File: src/rtl/rldf_pkg.sv
/*
  Shared constants and types of the radio link data-feature block.
  Assumes a 100 MHz system clock and a plain register port with 8-bit addresses.
*/
package rldf_pkg;
  // Register byte offsets.
  localparam logic [7:0] ADDR_CTRL = 8'h00;
  localparam logic [7:0] ADDR_TXDELAY = 8'h04;
  localparam logic [7:0] ADDR_CALLCFG = 8'h08;
  localparam logic [7:0] ADDR_CALLCHAR = 8'h0C;
  localparam logic [7:0] ADDR_CHIDX = 8'h10;
  localparam logic [7:0] ADDR_CHNUM = 8'h14;
  localparam logic [7:0] ADDR_CHTXF = 8'h18;
  localparam logic [7:0] ADDR_CHRXF = 8'h1C;
  localparam logic [7:0] ADDR_CHCFG = 8'h20;
  localparam logic [7:0] ADDR_CHCOUNT = 8'h24;
  localparam logic [7:0] ADDR_CHDEFAULT = 8'h28;
  localparam logic [7:0] ADDR_CHSELECT = 8'h2C;
  localparam logic [7:0] ADDR_STATUS = 8'h30;
  localparam logic [7:0] ADDR_FAILCNT = 8'h34;
  // Control register fields.
  localparam int CTRL_ERR_LSB = 0;
  localparam int CTRL_RXPRIO = 2;
  localparam int CTRL_RECEIVED_SIGNAL_LEVEL = 3;
  localparam int CTRL_SPLIT = 4;
  localparam int CTRL_CALL = 5;
  localparam int CTRL_CHLIST = 6;
  localparam int CTRL_W = 7;
  localparam logic [CTRL_W-1:0] CTRL_RESET = 7'h00;
  localparam logic [15:0] TXDELAY_RESET = 16'h0000;
  localparam logic [4:0] CALLMIN_RESET = 5'h0A;
  localparam int CALLCFG_LEN_LSB = 8;
  localparam int CHCFG_POWER_LSB = 4;
  // Sizes.
  localparam int PART_BLOCK = 8;
  localparam int BUF_AW = 6;
  localparam int CH_AW = 4;
  localparam int ID_LEN = 16;
  localparam int TRAILER_LEN = 17;
  // Checksum polynomials, initial value zero, sent most significant byte first.
  localparam logic [7:0] CRC8_POLY = 8'h07;
  localparam logic [15:0] CRC16_POLY = 16'h1021;
  // Timing.
  localparam int unsigned CLK_PERIOD_NS = 10;
  localparam int unsigned NS_PER_MS = 1000000;
  localparam int unsigned CYC_PER_MS = NS_PER_MS / CLK_PERIOD_NS;
  localparam logic [15:0] FREQ_SWITCH_MS = 16'd40;
  localparam logic [20:0] MS_PER_MIN = 21'd60000;

  typedef enum logic [1:0] {
    ERR_OFF = 2'h0,
    ERR_CRC8P = 2'h1,
    ERR_CRC16F = 2'h2,
    ERR_CRC8F = 2'h3
  } rldf_err_t;

  typedef enum logic [2:0] {
    TX_IDLE = 3'h0,
    TX_WAITRX = 3'h1,
    TX_DELAY = 3'h3,
    TX_FREQ = 3'h2,
    TX_SEND = 3'h6,
    TX_CRC = 3'h7,
    TX_BACK = 3'h5,
    TX_CALL = 3'h4
  } rldf_tx_t;

  typedef enum logic [1:0] {
    WIDTH_12K5 = 2'h0,
    WIDTH_20K = 2'h1,
    WIDTH_25K = 2'h2
  } rldf_width_t;

  typedef struct packed {
    logic [7:0] data;
    logic last;
  } rldf_byte_t;

  typedef struct packed {
    logic signed [15:0] num;
    logic [31:0] txFreq;
    logic [31:0] rxFreq;
    rldf_width_t width;
    logic [3:0] power;
  } rldf_chan_t;
endpackage
File: src/rtl/rldf_core.sv
/*
  Data-path features of a radio modem between the terminal serial stream and the radio byte stream:
  error-check modes, transmit delay with buffering, level trailer, split-frequency switching,
  periodic call-sign sending and a stored channel list.
  Assumes byte streams with valid/ready, a radio front end that reports reception in progress,
  and one synchronous clock domain.
*/
// Summary of operation
// Checksum appended on send, verified on receive
// Check off forwards received bytes at once
// Partial mode releases each validated small block
// Failed block drops rest of message
// Full modes release packet only when check matches
// CRC-8 and CRC-16 both stripped from received data
// Check off passes CRC-16 characters through
// Full checking waits for whole packet
// High band disables all link features; the stored channel list is not masked and stays active
// Transmission start postponed by configured milliseconds
// Terminal data buffered during delay
// No receive while delay runs
// Delay of zero means no delay
// Level trailer appended to serial messages
// Each frequency switch adds 40 ms
// Call sign sent periodically, off by default
// Identifier up to sixteen upper-case characters
// Call interval one to thirty minutes
// Channel entry holds number, frequencies, width, power
// Default channel becomes active after reset
// Zero transmit frequency means receive-only
// Host builds channel list in fixed order
// Receive priority waits for reception end
// Conventional CRC-8 and CRC-16 polynomials used
// Checksum failure gives distinct status
`timescale 1ns/10ps
module rldf_core import rldf_pkg::*; #(
  parameter int unsigned MS_CYCLES = CYC_PER_MS
) (
  // Clock, reset, enable
  input wire logic clk_sys,
  input wire logic reset_n,
  input wire logic clkEn,
  // Register port
  input wire logic [7:0] regAddr,
  input wire logic [31:0] regWrData,
  input wire logic regWr,
  input wire logic regRd,
  output logic [31:0] regRdData,
  // Terminal stream into the modem
  input wire rldf_byte_t hostIn,
  input wire logic hostInValid,
  output logic hostInReady,
  // Serial stream out to the terminal
  output rldf_byte_t serOut,
  output logic serOutValid,
  input wire logic serOutReady,
  // Radio transmit side
  output rldf_byte_t radioTx,
  output logic radioTxValid,
  input wire logic radioTxReady,
  output logic radioTxMorse,
  output logic radioTxOn,
  // Radio receive side
  input wire rldf_byte_t radioRx,
  input wire logic radioRxValid,
  input wire logic radioRxBusy,
  input wire logic [7:0] rxLevelDbm,
  output logic radioRxEnable,
  // Band, channel and check failure
  input wire logic band900,
  output rldf_chan_t activeChan,
  output logic rxOnly,
  output logic crcFail
);

  // conventional CRC polynomials
  function automatic logic [7:0] crc8_next(input logic [7:0] c, input logic [7:0] d);
    logic [7:0] r;
    r = c ^ d;
    for (int i = 0; i < 8; i++) begin
      r = r[7] ? ({r[6:0], 1'b0} ^ CRC8_POLY) : {r[6:0], 1'b0};
    end
    return r;
  endfunction

  function automatic logic [15:0] crc16_next(input logic [15:0] c, input logic [7:0] d);
    logic [15:0] r;
    r = c ^ {d, 8'h00};
    for (int i = 0; i < 8; i++) begin
      r = r[15] ? ({r[14:0], 1'b0} ^ CRC16_POLY) : {r[14:0], 1'b0};
    end
    return r;
  endfunction

  function automatic logic [7:0] trailer_byte(input logic [4:0] idx, input logic [7:0] lvl);
    logic [7:0] r;
    r = 8'h00;
    unique case (idx)
      5'd0: r = 8'h02;
      5'd1: r = 8'h52;
      5'd2: r = 8'h53;
      5'd3: r = 8'h53;
      5'd4: r = 8'h49;
      5'd5: r = 8'h3A;
      5'd6: r = 8'h2D;
      5'd7: r = 8'h30 + 8'(lvl / 8'd100);
      5'd8: r = 8'h30 + 8'((lvl / 8'd10) % 8'd10);
      5'd9: r = 8'h30 + 8'(lvl % 8'd10);
      5'd10: r = 8'h20;
      5'd11: r = 8'h64;
      5'd12: r = 8'h42;
      5'd13: r = 8'h6D;
      5'd14: r = 8'h03;
      5'd15: r = 8'h0D;
      default: r = 8'h0A;
    endcase
    return r;
  endfunction

  logic [CTRL_W-1:0] ctrl;
  logic [15:0] txDelayMs;
  logic [4:0] callMin;
  logic [4:0] callLen;
  logic [7:0] callId [ID_LEN];
  logic [CH_AW-1:0] chIdx, chCount, chDefault, activeIdx;
  rldf_chan_t chStage;
  rldf_chan_t chMem [2**CH_AW];
  logic bootLoad;
  logic [15:0] failCnt;
  logic rxOverflow;

  // high band masks
  wire logic featOn = !band900;
  wire rldf_err_t effErr = featOn ? rldf_err_t'(ctrl[CTRL_ERR_LSB +: 2]) : ERR_OFF;
  // zero delay
  wire logic [15:0] effDelay = featOn ? txDelayMs : 16'h0000;
  wire logic rxPrio = featOn && ctrl[CTRL_RXPRIO];
  wire logic rssiOn = featOn && ctrl[CTRL_RECEIVED_SIGNAL_LEVEL];
  wire logic splitOn = featOn && ctrl[CTRL_SPLIT];
  wire logic callOn = featOn && ctrl[CTRL_CALL];

  wire logic wrSel = regWr && clkEn;
  wire logic wrCtrl = wrSel && regAddr == ADDR_CTRL;
  wire logic wrCallChar = wrSel && regAddr == ADDR_CALLCHAR;
  wire logic wrChCfg = wrSel && regAddr == ADDR_CHCFG;
  wire logic wrFail = wrSel && regAddr == ADDR_FAILCNT;
  // lower case folded to upper case
  wire logic [7:0] callChar = (regWrData[7:0] >= 8'h61 && regWrData[7:0] <= 8'h7A) ?
    regWrData[7:0] - 8'h20 : regWrData[7:0];

  // call sign off by default
  always_ff @(posedge clk_sys) begin
    if (!reset_n) begin
      ctrl <= CTRL_RESET;
      txDelayMs <= TXDELAY_RESET;
      callMin <= CALLMIN_RESET;
      callLen <= 5'h00;
      chIdx <= '0;
      chCount <= '0;
      chDefault <= '0;
      chStage <= '0;
    end else if (wrSel) begin
      unique case (regAddr)
        ADDR_CTRL: ctrl <= regWrData[CTRL_W-1:0];
        ADDR_TXDELAY: txDelayMs <= regWrData[15:0];
        // interval clamped to range
        ADDR_CALLCFG: begin
          callMin <= (regWrData[4:0] == 5'h00) ? 5'h01 : (regWrData[4:0] > 5'd30) ? 5'd30 : regWrData[4:0];
          callLen <= (regWrData[CALLCFG_LEN_LSB +: 5] > 5'd16) ? 5'd16 : regWrData[CALLCFG_LEN_LSB +: 5];
        end
        ADDR_CHIDX: chIdx <= regWrData[CH_AW-1:0];
        ADDR_CHNUM: chStage.num <= regWrData[15:0];
        ADDR_CHTXF: chStage.txFreq <= regWrData;
        ADDR_CHRXF: chStage.rxFreq <= regWrData;
        ADDR_CHCOUNT: chCount <= regWrData[CH_AW-1:0];
        ADDR_CHDEFAULT: chDefault <= regWrData[CH_AW-1:0];
        default: ;
      endcase
    end
  end

  // channel entry stored on config write
  always_ff @(posedge clk_sys) begin
    if (wrCallChar) begin
      callId[regWrData[11:8]] <= callChar;
    end
    if (wrChCfg) begin
      chMem[chIdx] <= '{num: chStage.num, txFreq: chStage.txFreq, rxFreq: chStage.rxFreq,
        width: rldf_width_t'(regWrData[1:0]), power: regWrData[CHCFG_POWER_LSB +: 4]};
    end
  end

  // default channel taken once after reset
  always_ff @(posedge clk_sys) begin
    if (!reset_n) begin
      bootLoad <= 1'b1;
      activeIdx <= '0;
      activeChan <= '0;
      rxOnly <= 1'b0;
    end else if (clkEn) begin
      if (bootLoad) begin
        activeIdx <= chDefault;
        bootLoad <= 1'b0;
      end else if (wrSel && regAddr == ADDR_CHSELECT) begin
        activeIdx <= regWrData[CH_AW-1:0];
      end
      activeChan <= chMem[activeIdx];
      // receive-only channel
      rxOnly <= chMem[activeIdx].txFreq == 32'h0 && chMem[activeIdx].rxFreq != 32'h0;
    end
  end

  // Free-running millisecond tick for the call-sign interval.
  logic [16:0] tickCnt;
  logic [20:0] callMs;
  logic callPend;
  wire logic msTick = tickCnt == 17'(MS_CYCLES - 1);
  wire logic [20:0] callLimit = 21'(21'(callMin) * MS_PER_MIN);
  rldf_tx_t txState;
  wire logic enterCall;

  // interval timer
  always_ff @(posedge clk_sys) begin
    if (!reset_n) begin
      tickCnt <= '0;
      callMs <= '0;
      callPend <= 1'b0;
    end else if (clkEn) begin
      tickCnt <= msTick ? 17'h00000 : tickCnt + 17'h00001;
      if (!callOn) begin
        callMs <= '0;
        callPend <= 1'b0;
      end else if (msTick) begin
        callMs <= (callMs >= callLimit - 21'h000001) ? 21'h000000 : callMs + 21'h000001;
        if (callMs >= callLimit - 21'h000001) begin
          callPend <= 1'b1;
        end else if (enterCall) begin
          callPend <= 1'b0;
        end
      end else if (enterCall) begin
        callPend <= 1'b0;
      end
    end
  end

  // Transmit buffer holds terminal data while the transmitter is not yet sending.
  logic [7:0] txMem [2**BUF_AW];
  logic txLastMem [2**BUF_AW];
  logic [BUF_AW:0] txWr, txRd;
  wire logic txEmpty = txWr == txRd;
  // buffering during delay
  assign hostInReady = (txWr - txRd) != 7'(2**BUF_AW);
  wire logic txPush = hostInValid && hostInReady && clkEn;

  logic [16:0] cyc;
  logic [15:0] msLeft;
  logic [15:0] txCrc;
  logic [3:0] txBlk;
  logic [1:0] crcLeft;
  logic txMsgDone;
  logic [4:0] callIdx;
  wire logic txAdv = !radioTxValid || radioTxReady;
  wire logic cntDone = cyc == 17'(MS_CYCLES - 1) && msLeft == 16'h0001;
  wire logic [7:0] popData = txMem[txRd[BUF_AW-1:0]];
  wire logic popLast = txLastMem[txRd[BUF_AW-1:0]];
  wire logic txPop = txState == TX_SEND && !txEmpty && txAdv && clkEn;
  wire logic [15:0] crcAfter = (effErr == ERR_CRC16F) ? crc16_next(txCrc, popData) :
    {8'h00, crc8_next(txCrc[7:0], popData)};
  wire logic partEnd = effErr == ERR_CRC8P && txBlk == 4'(PART_BLOCK - 1);
  wire rldf_tx_t startState = effDelay != 16'h0000 ? TX_DELAY : splitOn ? TX_FREQ : TX_SEND;
  wire logic [15:0] startMs = effDelay != 16'h0000 ? effDelay : FREQ_SWITCH_MS;
  assign enterCall = clkEn && txState == TX_IDLE && txEmpty && callPend && callLen != 5'h00;

  // receiver held off from delay to end of send
  assign radioRxEnable = (txState == TX_IDLE || txState == TX_WAITRX) && !radioTxValid;
  assign radioTxOn = txState == TX_SEND || txState == TX_CRC || txState == TX_CALL || radioTxValid;

  always_ff @(posedge clk_sys) begin
    if (txPush) begin
      txMem[txWr[BUF_AW-1:0]] <= hostIn.data;
      txLastMem[txWr[BUF_AW-1:0]] <= hostIn.last;
    end
  end

  always_ff @(posedge clk_sys) begin
    if (!reset_n) begin
      txState <= TX_IDLE;
      txWr <= '0;
      txRd <= '0;
      cyc <= '0;
      msLeft <= '0;
      txCrc <= '0;
      txBlk <= '0;
      crcLeft <= '0;
      txMsgDone <= 1'b0;
      callIdx <= '0;
      radioTx <= '0;
      radioTxValid <= 1'b0;
      radioTxMorse <= 1'b0;
    end else if (clkEn) begin
      if (txPush) begin
        txWr <= txWr + 7'h01;
      end
      if (radioTxValid && radioTxReady) begin
        radioTxValid <= 1'b0;
      end
      cyc <= (txState == TX_DELAY || txState == TX_FREQ || txState == TX_BACK) &&
        cyc != 17'(MS_CYCLES - 1) ? cyc + 17'h00001 : 17'h00000;
      if (cyc == 17'(MS_CYCLES - 1)) begin
        msLeft <= msLeft - 16'h0001;
      end
      unique case (txState)
        TX_IDLE: begin
          if (enterCall) begin
            txState <= TX_CALL;
            callIdx <= '0;
          end else if (!txEmpty) begin
            // wait for reception end
            if (rxPrio && radioRxBusy) begin
              txState <= TX_WAITRX;
            end else begin
              txState <= startState;
              msLeft <= startMs;
            end
          end
        end
        TX_WAITRX: if (!radioRxBusy) begin
          txState <= startState;
          msLeft <= startMs;
        end
        // start postponed
        TX_DELAY: if (cntDone) begin
          txState <= splitOn ? TX_FREQ : TX_SEND;
          msLeft <= FREQ_SWITCH_MS;
        end
        // frequency switch time
        TX_FREQ: if (cntDone) begin
          txState <= TX_SEND;
        end
        TX_BACK: if (cntDone) begin
          txState <= TX_IDLE;
        end
        TX_SEND: if (txPop) begin
          txRd <= txRd + 7'h01;
          radioTx <= '{data: popData, last: popLast && effErr == ERR_OFF};
          radioTxValid <= 1'b1;
          radioTxMorse <= 1'b0;
          txCrc <= crcAfter;
          txBlk <= txBlk + 4'h1;
          txMsgDone <= popLast;
          // checksum follows data
          if (effErr != ERR_OFF && (popLast || partEnd)) begin
            txState <= TX_CRC;
            crcLeft <= effErr == ERR_CRC16F ? 2'h2 : 2'h1;
          end else if (popLast) begin
            txCrc <= '0;
            txBlk <= '0;
            txState <= splitOn ? TX_BACK : TX_IDLE;
            msLeft <= FREQ_SWITCH_MS;
          end
        end
        TX_CRC: if (txAdv) begin
          radioTx <= '{data: crcLeft == 2'h2 ? txCrc[15:8] : txCrc[7:0],
            last: crcLeft == 2'h1 && txMsgDone};
          radioTxValid <= 1'b1;
          crcLeft <= crcLeft - 2'h1;
          if (crcLeft == 2'h1) begin
            txCrc <= '0;
            txBlk <= '0;
            txState <= txMsgDone ? (splitOn ? TX_BACK : TX_IDLE) : TX_SEND;
            msLeft <= FREQ_SWITCH_MS;
          end
        end
        // identifier keyed out
        TX_CALL: if (txAdv) begin
          radioTx <= '{data: callId[callIdx[3:0]], last: callIdx == callLen - 5'h01};
          radioTxValid <= 1'b1;
          radioTxMorse <= 1'b1;
          callIdx <= callIdx + 5'h01;
          if (callIdx == callLen - 5'h01) begin
            txState <= TX_IDLE;
          end
        end
      endcase
    end
  end

  // Receive buffer; only bytes below the commit pointer are visible to the terminal.
  // A full-mode packet longer than the buffer cannot validate and is dropped as failed.
  logic [7:0] rxMem [2**BUF_AW];
  logic [BUF_AW-1:0] wrPtr, cmtPtr, rdPtr, msgBase, trlPtr;
  logic [BUF_AW-1:0] next_wr, next_cmt;
  logic [7:0] rxCrc8, next_crc8;
  logic [15:0] rxCrc16, next_crc16;
  logic [3:0] rxBlk, next_blk;
  logic rxDrop, next_drop, failNow;
  logic trlPend;
  logic [4:0] trlIdx;
  logic [7:0] trlLvl;
  wire logic rxTake = radioRxValid && radioRxEnable && clkEn;
  wire logic rxFull = wrPtr + 6'h01 == rdPtr;
  wire logic [7:0] c8 = crc8_next(rxCrc8, radioRx.data);
  wire logic [15:0] c16 = crc16_next(rxCrc16, radioRx.data);
  wire logic msgEnd = rxTake && radioRx.last;

  always_comb begin
    next_wr = wrPtr;
    next_cmt = cmtPtr;
    next_crc8 = rxCrc8;
    next_crc16 = rxCrc16;
    next_blk = rxBlk;
    next_drop = rxDrop;
    failNow = 1'b0;
    if (rxTake) begin
      if (rxDrop) begin
        next_drop = !radioRx.last;
      end else if (rxFull) begin
        next_wr = cmtPtr;
        failNow = effErr != ERR_OFF;
        next_drop = !radioRx.last;
      end else begin
        next_wr = wrPtr + 6'h01;
        next_crc8 = c8;
        next_crc16 = c16;
        next_blk = rxBlk + 4'h1;
        unique case (effErr)
          // immediate release, checksum bytes pass as data
          ERR_OFF: next_cmt = wrPtr + 6'h01;
          // block released once valid
          ERR_CRC8P: if (radioRx.last || rxBlk == 4'(PART_BLOCK)) begin
            next_blk = '0;
            next_crc8 = '0;
            if (c8 == 8'h00) begin
              next_wr = wrPtr;
              next_cmt = wrPtr;
            end else begin
              // failed block and rest dropped
              next_wr = cmtPtr;
              failNow = 1'b1;
              next_drop = !radioRx.last;
            end
          end
          // whole packet checked, CRC-8 stripped
          ERR_CRC8F: if (radioRx.last) begin
            next_wr = c8 == 8'h00 ? wrPtr : cmtPtr;
            next_cmt = c8 == 8'h00 ? wrPtr : cmtPtr;
            failNow = c8 != 8'h00;
          end
          ERR_CRC16F: if (radioRx.last) begin
            next_wr = c16 == 16'h0000 ? wrPtr - 6'h01 : cmtPtr;
            next_cmt = c16 == 16'h0000 ? wrPtr - 6'h01 : cmtPtr;
            failNow = c16 != 16'h0000;
          end
        endcase
      end
      if (radioRx.last) begin
        next_crc8 = '0;
        next_crc16 = '0;
        next_blk = '0;
      end
    end
  end

  always_ff @(posedge clk_sys) begin
    if (rxTake && !rxDrop && !rxFull) begin
      rxMem[wrPtr] <= radioRx.data;
    end
  end

  wire logic emitTrl = trlPend && rdPtr == trlPtr;
  wire logic emitData = !emitTrl && rdPtr != cmtPtr;
  wire logic outLoad = clkEn && (!serOutValid || serOutReady) && (emitTrl || emitData);
  wire logic trlDone = outLoad && emitTrl && trlIdx == 5'(TRAILER_LEN - 1);

  // output waits on commit pointer
  always_ff @(posedge clk_sys) begin
    if (!reset_n) begin
      wrPtr <= '0;
      cmtPtr <= '0;
      rdPtr <= '0;
      msgBase <= '0;
      rxCrc8 <= '0;
      rxCrc16 <= '0;
      rxBlk <= '0;
      rxDrop <= 1'b0;
      trlPend <= 1'b0;
      trlPtr <= '0;
      trlIdx <= '0;
      trlLvl <= '0;
      serOut <= '0;
      serOutValid <= 1'b0;
      crcFail <= 1'b0;
      failCnt <= '0;
      rxOverflow <= 1'b0;
    end else if (clkEn) begin
      wrPtr <= next_wr;
      cmtPtr <= next_cmt;
      rxCrc8 <= next_crc8;
      rxCrc16 <= next_crc16;
      rxBlk <= next_blk;
      rxDrop <= next_drop;
      // failure pulse and count
      crcFail <= failNow;
      failCnt <= failNow ? (wrFail ? 16'h0001 : failCnt + 16'h0001) : (wrFail ? 16'h0000 : failCnt);
      rxOverflow <= rxOverflow || (rxTake && rxFull && !rxDrop);
      if (msgEnd) begin
        msgBase <= next_cmt;
      end
      if (serOutValid && serOutReady) begin
        serOutValid <= 1'b0;
      end
      if (outLoad) begin
        serOutValid <= 1'b1;
        serOut <= '{data: emitTrl ? trailer_byte(trlIdx, trlLvl) : rxMem[rdPtr], last: trlDone};
        if (emitTrl) begin
          trlIdx <= trlDone ? 5'h00 : trlIdx + 5'h01;
        end else begin
          rdPtr <= rdPtr + 6'h01;
        end
      end
      // trailer queued after delivered message
      if (msgEnd && rssiOn && next_cmt != msgBase) begin
        trlPend <= 1'b1;
        trlPtr <= next_cmt;
        trlLvl <= rxLevelDbm;
      end else if (trlDone) begin
        trlPend <= 1'b0;
      end
    end
  end

  logic [31:0] rdMux;
  always_comb begin
    unique case (regAddr)
      ADDR_CTRL: rdMux = 32'(ctrl);
      ADDR_TXDELAY: rdMux = 32'(txDelayMs);
      ADDR_CALLCFG: rdMux = {19'h0, callLen, 3'h0, callMin};
      ADDR_CHIDX: rdMux = 32'(chIdx);
      ADDR_CHNUM: rdMux = 32'(chMem[chIdx].num);
      ADDR_CHTXF: rdMux = chMem[chIdx].txFreq;
      ADDR_CHRXF: rdMux = chMem[chIdx].rxFreq;
      ADDR_CHCFG: rdMux = {24'h0, chMem[chIdx].power, 2'h0, chMem[chIdx].width};
      ADDR_CHCOUNT: rdMux = 32'(chCount);
      ADDR_CHDEFAULT: rdMux = 32'(chDefault);
      ADDR_CHSELECT: rdMux = 32'(activeIdx);
      ADDR_STATUS: rdMux = {24'h0, rxOverflow, rxOnly, callPend, rxDrop, 1'b0, txState};
      ADDR_FAILCNT: rdMux = 32'(failCnt);
      default: rdMux = 32'h0;
    endcase
  end

  always_ff @(posedge clk_sys) begin
    if (!reset_n) begin
      regRdData <= 32'h0;
    end else if (clkEn) begin
      regRdData <= regRd ? rdMux : 32'h0;
    end
  end

endmodule

File: config.mk
export PLATFORM = sky130hd
export DESIGN_NAME = rldf_core
export DESIGN_NICKNAME = d
export VERILOG_FILES = /design/src/rtl/rldf_pkg.sv /design/src/rtl/rldf_core.sv
export SDC_FILE = /design/constraint.sdc
export NUM_CORES = 2
export LEC_CHECK = 0
export BUFFER_PORTS_ARGS = -buffer_cell sky130_fd_sc_hd__buf_2
export CAP_MARGIN = 20
export CORE_MARGIN = 5
export CORE_UTILIZATION = 50
export CTS_CLUSTER_SIZE = 40
export DETAILED_ROUTE_END_ITERATION = 10
export PLACE_DENSITY = 0.73
export SYNTH_ARGS = -nofsm -noshare
export SYNTH_HDL_FRONTEND = slang
export SYNTH_SLANG_ARGS = --single-unit
File: constraint.sdc
create_clock -name clk_sys -period 24.3 [get_ports clk_sys]
set_input_delay 1.215 -clock clk_sys [delete_from_list [all_inputs] [get_ports clk_sys]]
set_output_delay 1.215 -clock clk_sys [all_outputs]
set_load 0.005 [all_outputs]
# ---- Word level (Yosys, flattened, before mapping)
# Memory sizes are Yosys's and may differ from the RTL's. A register that Yosys moved wholly into a read port is not among the register bits.
# Cells that the tools add are included.
dict set report word_totals {
  n_memories 5
  mem_bits_rw 2592
  ff_bits 478
  inputBits 77
  out_inout_bits 144
  elab_cells 504
}
dict set report op_classes {
  addsub 22
  reduce_logical 119
  order_cmp 5
  n_mul 1
  n_eq_ne 70
  div 4
  bitwise_logic 38
  mux 186
}
# memory words word_bits read_ports rd_clocked_by_memory_dff write_ports line_no
set mem_list {}
lappend mem_list {chMem 16 86 2 2 1 rldf_core.sv:126} ;# rldf_chan_t chMem [2**CH_AW];
lappend mem_list {rxMem 64 8 1 1 1 rldf_core.sv:389} ;# logic [7:0] rxMem [2**BUF_AW];
lappend mem_list {txMem 64 8 1 1 1 rldf_core.sv:246} ;# logic [7:0] txMem [2**BUF_AW];
lappend mem_list {callId 16 8 1 1 1 rldf_core.sv:123} ;# logic [7:0] callId [ID_LEN];
lappend mem_list {txLastMem 64 1 1 1 1 rldf_core.sv:247} ;# logic txLastMem [2**BUF_AW];
# operator n
set ops {}
lappend ops {{$pmux 32 s13} 1}
lappend ops {{$mux 16} 25}
lappend ops {{$mux 13} 16}
lappend ops {{$pmux 8 s15} 1}
lappend ops {{$mux 6} 18}
lappend ops {{$mux 3} 34}
lappend ops {{$not 3->3} 32}
lappend ops {{$pmux 16 s5} 1}
lappend ops {{$mux 4} 18}
lappend ops {{$mux 8} 8}
lappend ops {{$mux 21} 3}
lappend ops {{$eq 8x6->1 const B} 6}
lappend ops {{$logic_and 1x1->1} 45}
lappend ops {{$eq 5x4->1 const B} 8}
lappend ops {{$reduce_and 2->1} 19}
lappend ops {{$add 17x1->17 const B} 2}
lappend ops {{$eq 17x17->1 const B} 2}
lappend ops {{$mux 17} 2}
lappend ops {{$mux 1} 33}
lappend ops {{$eq 8x5->1 const B} 4}
lappend ops {{$logic_not 32->1} 1}
lappend ops {{$mux 32} 1}
lappend ops {{$pmux 16 s2} 1}
lappend ops {{$reduce_bool 16->1} 2}
lappend ops {{78 further kinds} 162}

# ---- Logic depth before layout (Yosys ltp)
dict set report logic_depth {
  word_depth 28
  mapped_depth 27
  ltp_nobuf 25
}

# ---- Worst setup path after synthesis
# No wires, ideal clock.
dict set report synth_path {
  path_kind {input port to flip-flop}
  startpoint {input port regAddr[1]}
  endpoint {memory chMem[0][0] (netlist bit), enable pin}
  required_ps 23664
  setup_time_ps 636
  path_stages 5
  t_arrival_ps 8714
  slack_ps 14950
  path_cell_list {or4_1 > clkbuf_1 > nor2_1 > or4b_2 > nor3_1}
}
dict set report synth_between {
  elab_chain_len 4
}
# item line_no
set synth_rtl {}
lappend synth_rtl {{start: declaration} rldf_core.sv:43} ;# input wire logic [7:0] regAddr,
lappend synth_rtl {{$eq 8x6->1} rldf_core.sv:144} ;# wire logic wrChCfg = wrSel && regAddr == ADDR_CHCFG;
lappend synth_rtl {{$logic_and 1x1->1} rldf_core.sv:144}
lappend synth_rtl {{$mux 1} rldf_core.sv:186} ;# if (wrChCfg) begin
lappend synth_rtl {{$mux 1 (implied by the code)} rldf_core.sv:187} ;# chMem[chIdx] <= '{num: chStage.num, txFreq: chStage.txFreq, rxFreq: chStage.rxFreq,
lappend synth_rtl {{end: declaration} rldf_core.sv:126}
# Every way passes these cells.

# ---- Final worst setup path
dict set report layout_path {
  startpoint {register callMin[3]}
  endpoint {register callMs[8]}
}
dict set report layout_between {
  elab_chain_len 6
}
# item line_no
set layout_rtl {}
lappend layout_rtl {{start: declaration} rldf_core.sv:121} ;# logic [4:0] callMin;
lappend layout_rtl {{start signal: assignment} rldf_core.sv:167} ;# callMin <= (regWrData[4:0] == 5'h00) ? 5'h01 : (regWrData[4:0] > 5'd30) ? 5'd30 : regWrData[4:0];
lappend layout_rtl {{$mul 5x11->16} rldf_core.sv:217} ;# wire logic [20:0] callLimit = 21'(21'(callMin) * MS_PER_MIN);
lappend layout_rtl {{$sub 21x1->21} rldf_core.sv:233} ;# callMs <= (callMs >= callLimit - 21'h000001) ? 21'h000000 : callMs + 21'h000001;
lappend layout_rtl {{$ge 21x21->1} rldf_core.sv:233}
lappend layout_rtl {{$mux 21} rldf_core.sv:233}
lappend layout_rtl {{$mux 21} rldf_core.sv:232} ;# end else if (msTick) begin
lappend layout_rtl {{$mux 21} rldf_core.sv:229} ;# if (!callOn) begin
lappend layout_rtl {{end signal: assignment} rldf_core.sv:233}
lappend layout_rtl {{end: declaration} rldf_core.sv:214} ;# logic [20:0] callMs;
# Every way passes these cells. The select of a mux whose other input is x is not followed.
# A chain may end at the register's enable or synchronous reset.

==> reports/results.ini <==
[logic_synthesis]
yosysWarnings = 0
synth_edf_count = 2592
netlist_instances = 7753
syn_area_per_cell_sq_um = 17.45
synthTopCellsByArea = edfxtp_1 (58%), mux4_2 (21%), dfxtp_1 (7.4%)
async_flop_share_pct = 0
synth-seq-area-share_pct = 64.98
synth_top_cell_area_share_pct = 57.55
syn_area_sq_mm = 0.1353
synth.distinct_cells = 108
synthesis.nets = 7922
synth_flop_cell = edfxtp_1
synth_top_cell_by_area = edfxtp_1
ys_ff_latch = 3094

[floorplan]
ios = 221
die_y_um = 530.1
fp.dieW_um = 530.1
dieArea_sq_mm = 0.2810
fp.coreArea_sq_mm = 0.2700
rows = 191
initial_utilization_pct = 50.09

[global_routing]
grt_pass1_wl_mm = 532.4
antenna_found_initial = 29
grt_pass1_vias = 77605
grt_overflow = 0
grt_max_degree = 140
grt_util_all_layers_pct = 25.62

[clock_tree]
htree_num_levels = 5
cts_tree = done
numCtsBuffers = 323
clk_pin_slew_ns = 0.07
cts-root-buf = clkbuf_16
hold_buffers = 0
post-cts-setup-buffers = 0
cts_max_path_buffers = 4
clock-sinks = 3094
cts_resized = 0
clock_latency_ns = 0.97

[timing]
worstMarginPinSlew_ns = 1.201
period_share_pct = 24.52
maxSlewHeadroom_pct = 19.93
final.setup.worst_slack_ns = 18.34
slew_violations = 0
setup_viol = 0
skew_ns = 0.08585
holdWs_ns = 0.4651
tns_ns = 0
period_needed_ns = 5.958
rsz0062_at_grt = no
clock.fmax_mhz = 167.8
hold_violations = 0

[worst_hold_path]
hold_class = flop to flop
hp-start = chCount[2]$_SDFFE_PN0P_

[cells_and_area]
final_core_util_pct = 55.96
drive_above_1_share_pct = 26.92
layout.cells.non_filler = 11791
final_common_cell = edfxtp_1
fillerInstances = 19966
area_growth_syn_to_layout_pct = 11.72
nNetsFinal = 8104
layout_common_cells = edfxtp_1 (2,592), mux4_2 (1,242), nor2_1 (596)

[routing]
wl_mm = 364.0
drc = 0
post_drt_wl_per_cell_um = 30.87
viasPerCell = 6.584
antenna_left = 0
vias = 77633
first_pass_iters = 8
initialDrtViolationCount = 10526

[critical_path]
worstPathArrival_ns = 6.77
path_max_fanout = 15
reg2reg_from = callMin[3]$_SDFFE_PN1P_
critical_path_required_ns = 25.11
endpoint_kind = flop
startpoint_type = flop
startpoint = callMin[3]$_SDFFE_PN1P_
worstSetupPathType = flop to flop

[power]
irDropWorstVdd_mv = 0.06320
clkPwrFrac_pct = 43.4
powerDensity_mw_per_mm2 = 76.69
switchingPower_w = 0.002663
p_int_w = 0.008925
sw_frac_of_total_pct = 22.98
p_leak_nw = 50.39
seq_power_share_pct = 49.9
pwr-share-comb_pct = 6.7

[place]
dp_cells = 11172
dp_slack_ns = 18.13
place.gp.congestion = 0.8676
port_buffers = 220
place_hpwl_mm = 216.0

[outcome]
status = complete, no violations

[flow_run]
cap_viol_max_count = 0

==> final cells by class <==
cell class / instances / area, sq um / area share (%)
sequential: 3094 / 87940 / 58.19
multi-input combinational: 4085 / 45230 / 29.93
clock buffer: 415 / 8813 / 5.832
tap: 3570 / 4467 / 2.956
timing repair buffer: 358 / 2321 / 1.536
clock inverter: 183 / 2036 / 1.347
inverter: 73 / 281.5 / 0.1863
antenna: 13 / 32.53 / 0.02153
==> layer usage <==
metal  routed length [um]  track usage, %  up-vias
met5                   97               0        -
met1               135600           34.87    40441
met2               172500           40.25     4504
li1                     -               -    31869
met3                37630           5.678      805
met4                18190           11.03       14
==> final timing paths <==
| kind | to | depth (start not counted) | slack, ns |
|---|---|---|---|
| setup / recovery | callMs[8]$_SDFFE_PN0P_ | 24 | 18.34 |
| hold / removal | chCount[2]$_SDFFE_PN0P_ | 2 | 0.47 |
| setup reg to reg | callMs[8]$_SDFFE_PN0P_ | 24 | 18.34 |
| hold reg to reg | chCount[2]$_SDFFE_PN0P_ | 2 | 0.47 |
==> stage by stage <==
stage	area, sq um	power (W)
6_report	151100	0.01159
5_1_grt	151100	0.01193
4_1_cts	150900	0.01163
3_5_place_dp	140100	0.006665
3_3_place_gp	140100	0.006651
2_1_floorplan	135300	0.006422
==> power by group through the flow <==
stage	Sequential [W]	Clock [W]	Combinational (W)
after global placement	0.00590	0	0.000755
final	0.00578	0.00503	0.000778
after CTS	0.00578	0.00507	0.000776
after detailed placement	0.00590	0	0.000768
after floorplan	0.00586	0	0.000564
after global routing	0.00578	0.00532	0.000829
==> worst max-delay path, stage by stage, from the launching register on <==
cell,delay [ns]
dfxtp_1,0.57
inv_1,0.09
ha_1,0.29
inv_1,0.06
ha_1,0.29
ha_1,0.27
ha_1,0.40
a31o_2,0.24
a21o_1,0.20
a21o_1,0.21
a21oi_1,0.17
nor2_1,0.08
and2_1,0.17
o311ai_0,0.53
and3_1,0.29
nand3_1,0.10
xor2_1,0.19
ha_1,0.29
a21o_1,0.18
a211oi_1,0.35
o2111ai_1,0.16
nand2_1,0.13
o21ai_1,0.16
buf_4,0.30
nor2_1,0.13
==> synth_stat cells, types with 76 or more instances <==
cell         n
edfxtp_1  2592
mux4_2    1242
nor2_1     611
dfxtp_1    502
nand2_1    450
clkbuf_1   340
a21oi_1    321
mux2i_1    130
xnor2_1    126
buf_1      121
o21ai_0    115
nand3_1    106
xor2_1     101
ha_1        85
a22oi_1     81
nor3_1      76
==> flip-flops by register name, indices dropped and copies added (netlist names), 32 cells and up, named ones only <==
register,count
txLastMem,64
chStage,80
regRdData,32
chMem,1376
rxMem,512
txMem,512
callId,128
activeChan,86
==> cells by family (layout without fill, tap and decap cells) <==
kind of cell	Yosys count	count (layout)	share of synthesized area, %
muxes	1374	1374	21.66
and+or+nand+nor	1543	1543	5.122
other	0	13	0
DFF	3094	3094	64.98
xor gates and xnor gates	243	243	1.680
AOI/OAI and AO/OA	832	832	3.958
buffers and inverters	574	1029	1.707
adders and majority gates	93	93	0.8973
No activity file was read; power rests on OpenSTA's default activity.
